File: config.mk
export PLATFORM = sky130hd
export DESIGN_NAME = mcsp_top
export DESIGN_NICKNAME = d
export VERILOG_FILES = /design/src/mcsp_pkg.sv /design/src/mcsp_flag.sv /design/src/mcsp_sync.sv /design/src/mcsp_top.sv
export SDC_FILE = /design/constraint.sdc
export NUM_CORES = 1
export LEC_CHECK = 0
export BUFFER_PORTS_ARGS = -buffer_cell sky130_fd_sc_hd__buf_2
export CORE_ASPECT_RATIO = 1.5
export CORE_MARGIN = 2
export CORE_UTILIZATION = 35
export CTS_CLUSTER_SIZE = 10
export DETAILED_ROUTE_END_ITERATION = 16
export SYNTH_ARGS = -nofsm -noshare
export SYNTH_HDL_FRONTEND = slang
export SYNTH_SLANG_ARGS = --single-unit
export TNS_END_PERCENT = 30
File: constraint.sdc
create_clock -name clk -period 13 [get_ports clk]
set_input_delay 0.65 -clock clk [delete_from_list [all_inputs] [get_ports clk]]
set_output_delay 0.65 -clock clk [all_outputs]
set_load 0.005 [all_outputs]
File: src/mcsp_pkg.sv
// Purpose: shared constants, carriers and states of the module control and status port
// Assumes: 10 MHz system clock
// Notes: offsets are byte addresses of the two-wire serial map
package mcsp_pkg;
  // -----------------------------------------------------------------
  // timing
  // -----------------------------------------------------------------
  localparam int CLK_MHZ = 10; // system clock rate in MHz
  localparam int T_RESET_MIN_NS = 2000; // least reset pulse, ns
  localparam int RESET_MIN_CYC = (T_RESET_MIN_NS * CLK_MHZ + 999) / 1000; // rounded up
  localparam int T_INIT_MS = 2000; // init interval, ms
  localparam int T_INIT_CYC = T_INIT_MS * CLK_MHZ * 1000; // init interval in cycles
  // -----------------------------------------------------------------
  // register map
  // -----------------------------------------------------------------
  localparam logic [7:0] REG_STATUS = 8'h02; // soft status, read only
  localparam logic [7:0] REG_LOS = 8'h03; // loss of signal flags, clear on read
  localparam logic [7:0] REG_FAULT = 8'h04; // transmit fault flags, clear on read
  localparam logic [7:0] REG_TXDIS = 8'h56; // transmit disable
  localparam logic [7:0] REG_LOS_MASK = 8'h64; // loss of signal masks
  localparam logic [7:0] REG_FAULT_MASK = 8'h65; // transmit fault masks
  localparam logic [7:0] REG_PAGE = 8'h7F; // upper page select
  localparam logic [7:0] REG_SQDIS = 8'hF0; // squelch disable, page 3
  localparam logic [7:0] REG_RXDIS = 8'hF1; // receive output disable, page 3
  localparam logic [7:0] UPPER_LIMIT = 8'h80; // first upper-page byte
  localparam logic [7:0] PAGE_CTRL = 8'h03; // page holding the lane controls
  localparam int STAT_DNR_BIT = 0; // data not ready
  localparam int STAT_ATTN_BIT = 1; // attention pin mirror
  localparam logic [7:0] CTRL_RST = 8'h00; // controls after reset, squelch on
  localparam logic [7:0] MASK_RST = 8'h00; // masks after reset
  localparam logic [7:0] PAGE_RST = 8'h00; // page after reset
  localparam logic [6:0] DEV_ADDR = 7'h50; // two-wire slave address
  // -----------------------------------------------------------------
  // carriers and states
  // -----------------------------------------------------------------
  typedef struct packed {
    logic [3:0] rx_los; // receiver loss of signal, lanes 1-4
    logic [3:0] tx_los; // transmitter loss of signal
    logic [3:0] tx_fault; // transmitter fault condition
  } mcsp_lane_in_t;
  typedef struct packed {
    logic [3:0] tx_enable; // transmitter output on
    logic [3:0] rx_enable; // receiver output on
    logic [3:0] tx_squelch_en; // transmit squelch active
    logic [3:0] rx_squelch_en; // receive squelch active
  } mcsp_lane_out_t;
  localparam mcsp_lane_out_t LANE_OUT_RST = 16'hFFFF; // lane outputs after reset
  localparam logic [16:0] SYNC_RST = 17'h0000F; // synchroniser idle levels
  typedef enum logic [2:0] {
    ST_IDLE, ST_ADDR, ST_ACK_ADDR, ST_WR, ST_ACK_WR, ST_RD, ST_ACK_RD
  } mcsp_tw_state_t;
endpackage

File: src/mcsp_flag.sv
// Purpose: bank of latched status flags cleared by a read
// Assumes: set and clear are one-cycle pulses on clk
// Notes: a set in the clearing cycle survives
`timescale 1ns/1ps
module mcsp_flag #(
  parameter int W = 4
) (
  input wire logic clk,
  input wire logic sys_rst,
  input wire logic soft_rst,
  input wire logic [W-1:0] set,
  input wire logic clr,
  output logic [W-1:0] flags
);
  // -----------------------------------------------------------------
  // one latch per bit
  // -----------------------------------------------------------------
  for (genvar i = 0; i < W; i++) begin : g_bit
    // set wins over read clear and module reset
    always_ff @(posedge clk or posedge sys_rst) begin
      if (sys_rst) begin
        flags[i] <= 1'b0;
      end else if (set[i]) begin
        flags[i] <= 1'b1;
      end else if (clr || soft_rst) begin
        flags[i] <= 1'b0;
      end
    end

  end
endmodule

File: src/mcsp_sync.sv
// Purpose: two-flop synchroniser for asynchronous pins
// Assumes: inputs come from outside the clock domain
// Notes: only the second stage is visible
`timescale 1ns/1ps
module mcsp_sync #(
  parameter int W = 1,
  parameter logic [W-1:0] RST_VAL = '0
) (
  input wire logic clk,
  input wire logic sys_rst,
  input wire logic [W-1:0] d,
  output logic [W-1:0] q
);
  logic [W-1:0] meta; // first stage, read by the second only
  // -----------------------------------------------------------------
  // two stages
  // -----------------------------------------------------------------
  always_ff @(posedge clk or posedge sys_rst) begin
    if (sys_rst) begin
      meta <= RST_VAL;
      q <= RST_VAL;
    end else begin
      meta <= d;
      q <= meta;
    end
  end
endmodule

File: src/mcsp_top.sv
// Purpose: control and status port of a four-lane pluggable module
// Assumes: host drives select, reset, low power and the two-wire bus
// Notes: lane controls are volatile, cleared by any reset
// Operation
// - take part in bus only while selected
// - deselected module never acknowledges bus traffic
// - undriven select input reads as deselected
// - long reset pulse restores every default
// - init interval starts at reset release
// - completion shown by attention, data ready
// - power-up posts completion without reset pulse
// - low power input works except 1.5W class
// - presence output tied low
// - attention is open-drain active-low fault indicator
// - attention state mirrored at byte 2 bit 1
// - loss of signal flags latched, read clears
// - transmit fault flags latched, read clears
// - transmit fault disables that lane's output
// - reset or disable toggle clears fault
// - transmit disable bits in byte 86
// - receive output disable in byte 241
// - squelch disable in byte 240, default on
// - volatile per-lane controls, masks gate attention
// - attention released soon after flag cleared
`timescale 1ns/1ps
module mcsp_top import mcsp_pkg::*; #(
  parameter int INIT_CYCLES = T_INIT_CYC, // init interval, cycles
  parameter logic CLASS_1W5 = 1'b1 // module belongs to the 1.5W class
) (
  input wire logic clk,
  input wire logic sys_rst,
  input wire logic bus_select_n,
  input wire logic bus_select_drive,
  input wire logic module_reset_n,
  input wire logic low_power_request,
  input wire logic scl,
  input wire logic sda_in,
  output logic sda_out,
  output logic sda_oe,
  input wire mcsp_lane_in_t lane_status,
  output mcsp_lane_out_t lane_ctrl,
  output logic low_power_active,
  output logic presence_n,
  output logic attention_out,
  output logic attention_oe
);
  localparam int ICW = $clog2(INIT_CYCLES + 1); // init counter width
  localparam int RCW = $clog2(RESET_MIN_CYC + 2); // reset pulse counter width
  localparam logic [RCW-1:0] RST_ARMED = RCW'(RESET_MIN_CYC + 1); // strictly longer than least
  // -----------------------------------------------------------------
  // decode shared by read and write
  // -----------------------------------------------------------------
  function automatic logic mcsp_hit(input logic [7:0] addr, input logic [7:0] page, input logic [7:0] off);
    mcsp_hit = (addr == off) && ((addr < UPPER_LIMIT) || (page == PAGE_CTRL));
  endfunction
  // -----------------------------------------------------------------
  // pin synchronisers
  // -----------------------------------------------------------------
  logic sel_pin; // select level after the internal bias
  logic [16:0] sync_out; // synchronised pins
  logic scl_s, sda_s, sel_s, rst_n_s, lp_s; // synchronised controls
  mcsp_lane_in_t lane_s; // synchronised lane conditions
  // an undriven select floats to the deselected level
  assign sel_pin = bus_select_drive ? bus_select_n : 1'b1;
  mcsp_sync #(.W(17), .RST_VAL(SYNC_RST)) u_sync (
    .clk(clk),
    .sys_rst(sys_rst),
    .d({lane_status, low_power_request, module_reset_n, sel_pin, sda_in, scl}),
    .q(sync_out)
  );
  assign {lane_s, lp_s, rst_n_s, sel_s, sda_s, scl_s} = sync_out;
  logic scl_d, sda_d, rst_n_d; // previous samples for edges
  // edge history
  always_ff @(posedge clk or posedge sys_rst) begin
    if (sys_rst) begin
      scl_d <= 1'b1;
      sda_d <= 1'b1;
      rst_n_d <= 1'b1;
    end else begin
      scl_d <= scl_s;
      sda_d <= sda_s;
      rst_n_d <= rst_n_s;
    end
  end
  logic scl_rise, scl_fall, bus_start, bus_stop, sel_act; // bus events
  assign scl_rise = scl_s && !scl_d;
  assign scl_fall = !scl_s && scl_d;
  assign bus_start = scl_s && scl_d && sda_d && !sda_s;
  assign bus_stop = scl_s && scl_d && !sda_d && sda_s;
  assign sel_act = !sel_s;
  // -----------------------------------------------------------------
  // module reset pin and init interval
  // -----------------------------------------------------------------
  logic [RCW-1:0] rst_low_cnt; // length of current low level
  logic soft_rst; // one-cycle module reset
  // count low time, fire reset at the releasing edge
  always_ff @(posedge clk or posedge sys_rst) begin
    if (sys_rst) begin
      rst_low_cnt <= '0;
      soft_rst <= 1'b0;
    end else begin
      soft_rst <= rst_n_s && !rst_n_d && (rst_low_cnt == RST_ARMED);
      if (!rst_n_s) begin
        if (rst_low_cnt != RST_ARMED) begin
          rst_low_cnt <= rst_low_cnt + 1'b1;
        end
      end else begin
        rst_low_cnt <= '0;
      end
    end
  end
  logic [ICW-1:0] init_cnt; // cycles into init interval
  logic init_busy; // data not ready
  logic reset_done; // completion event, sticky
  logic done_clr; // read of status byte
  // init runs from power-up and from each module reset
  always_ff @(posedge clk or posedge sys_rst) begin
    if (sys_rst) begin
      init_busy <= 1'b1;
      init_cnt <= '0;
      reset_done <= 1'b0;
    end else if (soft_rst) begin
      init_busy <= 1'b1;
      init_cnt <= '0;
      reset_done <= 1'b0;
    end else if (init_busy) begin
      if (init_cnt == ICW'(INIT_CYCLES - 1)) begin
        init_busy <= 1'b0;
        reset_done <= 1'b1;
      end else begin
        init_cnt <= init_cnt + 1'b1;
      end
    end else if (done_clr) begin
      reset_done <= 1'b0;
    end
  end
  // -----------------------------------------------------------------
  // two-wire slave
  // -----------------------------------------------------------------
  mcsp_tw_state_t state; // bus state
  logic [3:0] bit_cnt; // bits in current byte
  logic [7:0] shreg; // shift register
  logic [7:0] ptr; // byte pointer
  logic rw; // read transfer
  logic first_byte; // next write byte is the pointer
  logic nack; // host refused more data
  logic load_rd; // fetch a byte for the host
  logic wr_stb; // store a byte
  logic [7:0] rd_data; // addressed byte
  logic [7:0] page; // upper page
  assign load_rd = sel_act && !bus_start && !bus_stop && scl_fall &&
    (((state == ST_ACK_ADDR) && rw) || ((state == ST_ACK_RD) && !nack));
  assign wr_stb = sel_act && !bus_start && !bus_stop && scl_fall &&
    (state == ST_WR) && (bit_cnt == 4'h8) && !first_byte;
  // bus sequencer
  always_ff @(posedge clk or posedge sys_rst) begin
    if (sys_rst) begin
      state <= ST_IDLE;
      bit_cnt <= 4'h0;
      shreg <= 8'h00;
      ptr <= 8'h00;
      rw <= 1'b0;
      first_byte <= 1'b0;
      nack <= 1'b0;
      sda_oe <= 1'b0;
    end else if (!sel_act) begin
      state <= ST_IDLE;
      sda_oe <= 1'b0;
    end else if (bus_start) begin
      state <= ST_ADDR;
      bit_cnt <= 4'h0;
      sda_oe <= 1'b0;
    end else if (bus_stop) begin
      state <= ST_IDLE;
      sda_oe <= 1'b0;
    end else if (scl_rise) begin
      case (state)
        ST_ADDR, ST_WR: begin
          shreg <= {shreg[6:0], sda_s};
          bit_cnt <= bit_cnt + 4'h1;
        end
        ST_RD: begin
          bit_cnt <= bit_cnt + 4'h1;
        end
        ST_ACK_RD: begin
          nack <= sda_s;
        end
        default: begin
        end
      endcase
    end else if (load_rd) begin
      shreg <= rd_data;
      sda_oe <= !rd_data[7];
      bit_cnt <= 4'h0;
      ptr <= ptr + 8'h01;
      state <= ST_RD;
    end else if (scl_fall) begin
      case (state)
        ST_ADDR: begin
          if (bit_cnt == 4'h8) begin
            if (shreg[7:1] == DEV_ADDR) begin
              state <= ST_ACK_ADDR;
              sda_oe <= 1'b1;
              rw <= shreg[0];
            end else begin
              state <= ST_IDLE;
            end
          end
        end
        ST_ACK_ADDR: begin
          state <= ST_WR;
          sda_oe <= 1'b0;
          bit_cnt <= 4'h0;
          first_byte <= 1'b1;
        end
        ST_WR: begin
          if (bit_cnt == 4'h8) begin
            state <= ST_ACK_WR;
            sda_oe <= 1'b1;
            first_byte <= 1'b0;
            ptr <= first_byte ? shreg : ptr + 8'h01;
          end
        end
        ST_ACK_WR: begin
          state <= ST_WR;
          sda_oe <= 1'b0;
          bit_cnt <= 4'h0;
        end
        ST_RD: begin
          if (bit_cnt == 4'h8) begin
            state <= ST_ACK_RD;
            sda_oe <= 1'b0;
          end else begin
            shreg <= {shreg[6:0], 1'b0};
            sda_oe <= !shreg[6];
          end
        end
        ST_ACK_RD: begin
          state <= ST_IDLE; // host refused further bytes
          sda_oe <= 1'b0;
        end
        default: begin
          state <= ST_IDLE;
        end
      endcase
    end
  end
  assign sda_out = 1'b0;
  // -----------------------------------------------------------------
  // register file
  // -----------------------------------------------------------------
  logic [3:0] tx_dis, tx_dis_d, rx_dis; // lane disables
  logic [7:0] sq_dis; // squelch disables, tx low nibble
  logic [7:0] los_mask; // loss of signal masks
  logic [3:0] fault_mask; // fault masks
  logic [7:0] los_flags; // latched loss of signal
  logic [3:0] fault_flags; // latched faults
  logic [3:0] fault_state; // lanes held off by fault
  logic attention_q; // attention asserted
  logic los_clr, fault_clr; // read clears
  // volatile controls, cleared by both resets
  always_ff @(posedge clk or posedge sys_rst) begin
    if (sys_rst) begin
      tx_dis <= CTRL_RST[3:0];
      rx_dis <= CTRL_RST[7:4];
      sq_dis <= CTRL_RST;
      los_mask <= MASK_RST;
      fault_mask <= MASK_RST[3:0];
      page <= PAGE_RST;
    end else if (soft_rst) begin
      tx_dis <= CTRL_RST[3:0];
      rx_dis <= CTRL_RST[7:4];
      sq_dis <= CTRL_RST;
      los_mask <= MASK_RST;
      fault_mask <= MASK_RST[3:0];
      page <= PAGE_RST;
    end else if (wr_stb) begin
      if (mcsp_hit(ptr, page, REG_TXDIS)) tx_dis <= shreg[3:0];
      if (mcsp_hit(ptr, page, REG_RXDIS)) rx_dis <= shreg[7:4];
      if (mcsp_hit(ptr, page, REG_SQDIS)) sq_dis <= shreg;
      if (mcsp_hit(ptr, page, REG_LOS_MASK)) los_mask <= shreg;
      if (mcsp_hit(ptr, page, REG_FAULT_MASK)) fault_mask <= shreg[3:0];
      if (mcsp_hit(ptr, page, REG_PAGE)) page <= shreg;
    end
  end
  // read mux, unmapped bytes read zero
  always_comb begin
    rd_data = 8'h00;
    if (mcsp_hit(ptr, page, REG_STATUS)) begin
      rd_data[STAT_ATTN_BIT] = !attention_q;
      rd_data[STAT_DNR_BIT] = init_busy;
    end
    if (mcsp_hit(ptr, page, REG_LOS)) rd_data = los_flags;
    if (mcsp_hit(ptr, page, REG_FAULT)) rd_data = {4'h0, fault_flags};
    if (mcsp_hit(ptr, page, REG_TXDIS)) rd_data = {4'h0, tx_dis};
    if (mcsp_hit(ptr, page, REG_RXDIS)) rd_data = {rx_dis, 4'h0};
    if (mcsp_hit(ptr, page, REG_SQDIS)) rd_data = sq_dis;
    if (mcsp_hit(ptr, page, REG_LOS_MASK)) rd_data = los_mask;
    if (mcsp_hit(ptr, page, REG_FAULT_MASK)) rd_data = {4'h0, fault_mask};
    if (mcsp_hit(ptr, page, REG_PAGE)) rd_data = page;
  end
  assign los_clr = load_rd && mcsp_hit(ptr, page, REG_LOS);
  assign fault_clr = load_rd && mcsp_hit(ptr, page, REG_FAULT);
  assign done_clr = load_rd && mcsp_hit(ptr, page, REG_STATUS);
  mcsp_flag #(.W(8)) u_los (
    .clk(clk),
    .sys_rst(sys_rst),
    .soft_rst(soft_rst),
    .set({lane_s.tx_los, lane_s.rx_los}),
    .clr(los_clr),
    .flags(los_flags)
  );
  mcsp_flag #(.W(4)) u_fault (
    .clk(clk),
    .sys_rst(sys_rst),
    .soft_rst(soft_rst),
    .set(lane_s.tx_fault),
    .clr(fault_clr),
    .flags(fault_flags)
  );
  // -----------------------------------------------------------------
  // lane fault hold and lane outputs
  // -----------------------------------------------------------------
  for (genvar i = 0; i < 4; i++) begin : g_fault
    // persistent fault wins over reset and disable toggle
    always_ff @(posedge clk or posedge sys_rst) begin
      if (sys_rst) begin
        fault_state[i] <= 1'b0;
      end else if (lane_s.tx_fault[i]) begin
        fault_state[i] <= 1'b1;
      end else if (soft_rst || (tx_dis[i] != tx_dis_d[i])) begin
        fault_state[i] <= 1'b0;
      end
    end
  end
  // lane output drive and disable history
  always_ff @(posedge clk or posedge sys_rst) begin
    if (sys_rst) begin
      tx_dis_d <= CTRL_RST[3:0];
      lane_ctrl <= LANE_OUT_RST;
      low_power_active <= 1'b0;
    end else begin
      tx_dis_d <= tx_dis;
      lane_ctrl.tx_enable <= ~tx_dis & ~fault_state;
      lane_ctrl.rx_enable <= ~rx_dis;
      lane_ctrl.tx_squelch_en <= ~sq_dis[3:0];
      lane_ctrl.rx_squelch_en <= ~sq_dis[7:4];
      low_power_active <= lp_s && !CLASS_1W5;
    end
  end
  // -----------------------------------------------------------------
  // attention output and presence
  // -----------------------------------------------------------------
  logic any_src; // unmasked latched source present
  assign any_src = (|(los_flags & ~los_mask)) || (|(fault_flags & ~fault_mask)) || reset_done;
  // attention follows its sources, released once all clear
  always_ff @(posedge clk or posedge sys_rst) begin
    if (sys_rst) begin
      attention_q <= 1'b0;
    end else begin
      attention_q <= any_src;
    end
  end
  assign attention_out = 1'b0;
  assign attention_oe = attention_q;
  assign presence_n = 1'b0;
endmodule

==> flow_summary_export.csv <==
group,metric,value,unit
synth,yosys-top-cells-area,"dfrtp_1, dfstp_2, mux2i_1, nor2_1, inv_1",
synth,synth.distinct_cells,74,
synth,ys.flop_type,"dfrtp_1",
setup_path,cp.required,13.29,ns
pwr,power_density,123,nW/um^2
placement,place_inst,1041,
finish,regArea,4240,sq um
placement,dp_hpwl,13.1,mm
synth,yosys_warnings,0,
placement,place_ws,10.07,ns
synth,synth_edf_count,0,
timing,drv_slew,0,
global_routing,grt_max_degree,103,
pwr,p_seq_share,50.5,%
route,ant_nets,0,
die,core,22400,sq um
clock_tree,clk_pin_slew,0.07,ns
setup_path,path_max_fanout,14,
die,die_x,127,um
global_routing,antenna_found_initial,0,
synth,seq_area_frac_synth,53.1,%
synth,synth_area,7980,sq um
pwr,ir_worst_vdd,144,uV
finish,area_growth_syn_to_layout,12.2,%
die,floorplan.initialDensity,35.7,%
timing,slew_headroom,25.9,%
clock_tree,h-tree-depth,4,
synth,ys_async_sr_fraction,100,%
global_routing,track_usage,16.7,%
finish,stdcell_count,1073,
die,chipHeight,189,um
finish,fill_cells,2180,
setup_path,end_kind,"register",
global_routing,grt_overflow,0,
timing,setup-tns-final,0,ns
setup_path,crit_path_start_kind,"register",
run_status,outcome,"complete, no violations",
setup_path,crit_type,"register to register",
global_routing,grt_first_pass_wirelength,31.7,mm
pwr,power.share.combinational,3.4,%
route,drt_iter0_drc,376,
clock_tree,cts_resized,0,
setup_path,arrival,3.28,ns
pwr,p_int,0.837,mW
route,firstDrtPassIters,6,
finish,multiInputGateArea,3360,sq um
timing,rsz0062_at_grt,"no",
die,io_pins,42,
pwr,switching_power,0.266,mW
timing,min_period_over_period,23.0,%
pwr,p_clk_share,46.1,%
route,drt-wirelength-per-cell,17.6,um
synth,ys_ff_latch,168,
route,via_count,5895,
finish,final_nets,817,
synth,syn-mean-instance-area,10.5,sq um
placement,io_buffers,36,
finish,layout-drive-gt1-share,14.8,%
timing,clock.fmax,335,MHz
clock_tree,clockBufferDepth,2,
timing,hold_viol,0,
timing,min_period,2.99,ns
synth,synth_commonest_cells,"dfrtp_1, nor2_1, inv_1, mux2i_1, nand3_1",
route,vias_per_cell,5.49,
global_routing,grt_pass1_vias,5973,
worst_hold_path,hold_path_class,"input pin to register",
clock_tree,cts_buffers,17,
run,drv_cap,0,
pwr,swShare,24.1,%
clock_tree,root_buffer,"clkbuf_16",
synth,yosys.area.top_type,"dfrtp_1",
clock_tree,post_cts_buffers,0,
synth,synth_top_cell_area_share,43.9,%
finish,diodes,0,
timing,worst_slack,10.01,ns
timing,tightest_slew,1.10,ns
timing,finClkSkew,0.00807,ns
timing,setup_viol,0,
route,drc,0,
synth,synthCells,761,
clock_tree,clock_sinks,168,
clock_tree,clkLatencyLatePin,0.44,ns
route,drt-total-wl,18.9,mm
pwr,p_leak,3.96,nW
die,std_cell_rows,67,
clock_tree,cts_tree,"yes",
synth,yosysMostFrequentCell,"dfrtp_1",
die,die_area,24100,sq um
clock_tree,cts_hold_buf,0,
placement,gp_congestion,0.872,
layout by cell type (no fill, tap or decap), types with 15 or more instances in the layout:
master,count
nand2_1,34
mux2i_1,46
dfrtp_1,139
nand3_1,36
nand4_1,19
o21ai_0,29
buf_2,36
nor2_1,73
a21oi_1,27
inv_1,48
nor3_1,15
clkbuf_16,17
dfstp_2,28
layer usage:
| layer | share of wire [%] | track usage, % | vias to the layer above |
|---|---|---|---|
| li1 | - | - | 2791 |
| met1 | 41 | 19.5 | 2917 |
| met2 | 53 | 29.6 | 152 |
| met3 | 3.1 | 2.71 | 35 |
| met4 | 3.4 | 7.90 | 0 |
| met5 | 0 | 0 | - |
metrics by stage:
stage                     power, mW  hold slack, ns  util (%)  cell area, sq um
final                          1.10           0.307      40.0              8960
after CTS                      1.12           0.290      40.0              8960
after global placement        0.604           0.332      37.4              8360
after floorplan               0.587           0.331         -              8000
after global routing           1.15           0.301      40.0              8960
after detailed placement      0.605           0.335      37.4              8360
registers in the layout, indices dropped and copies added (netlist names), 3 cells and up:
register and flops:
u_fault.flags 4, los_mask 8, shreg 8, ptr 8, u_los.flags 8, rx_dis 4, fault_state 4, lane_ctrl 16
tx_dis 4, rst_low_cnt 5, tx_dis_d 4, init_cnt 25, fault_mask 4, state 3, bit_cnt 4, u_sync.q 16
sq_dis 8, page 8, u_sync.meta 16
worst max-delay path, stage by stage (launching register included):
cell and delay [ns]:
dfrtp_1 0.42, inv_1 0.14, ha_1 0.48, nand3_1 0.24, nor4_4 0.64, and3_1 0.60, mux2i_1 0.27, nor2_1 0.06
worst paths after layout:
| check | cells after the start | startpoint | slack, ns | end |
|---|---|---|---|---|
| setup reg to reg | 7 | ptr[0] | 10.01 | sq_dis[5] |
| hold reg to reg | 0 | u_sync.meta[6] | 0.35 | u_sync.q[6] |
| hold / removal | 1 | sda_in | 0.31 | u_sync.meta[1] |
| min in group asynchronous | 2 | sys_rst | 0.40 | init_cnt[12] |
| setup / recovery | 7 | ptr[0] | 10.01 | sq_dis[5] |
| max in group asynchronous | 3 | sys_rst | 11.13 | soft_rst |
cell families after synthesis:
logic type / count (synthesis) / synth area share, %
muxes: 49 / 6.19
xor gates and xnor gates: 21 / 2.30
buffers and inverters: 90 / 4.94
adders and majority gates: 13 / 2.04
other: 1 / 0.0470
DFF: 168 / 53.1
AOI/OAI and AO/OA: 153 / 13.3
and+or+nand+nor: 266 / 18.1
power groups by stage:
| stage | Combinational, mW | Clock [mW] | Sequential, mW |
|---|---|---|---|
| global placement | 0.0372 | 0 | 0.567 |
| floorplan | 0.0347 | 0 | 0.553 |
| global route | 0.0431 | 0.547 | 0.559 |
| finish | 0.0370 | 0.508 | 0.558 |
| CTS | 0.0378 | 0.523 | 0.558 |
| detailed placement | 0.0374 | 0 | 0.567 |
area by class of cell:
type                    instances  share of cell area (%)
clock inverters                15                    1.90
flip-flops and latches        168                    47.3
multi-input cells             506                    37.5
clock buffers                  17                    4.75
repair buffers                 42                    2.51
inverters                      49                    2.11
well taps                     276                    3.86
(Power assumes the default switching activity.)
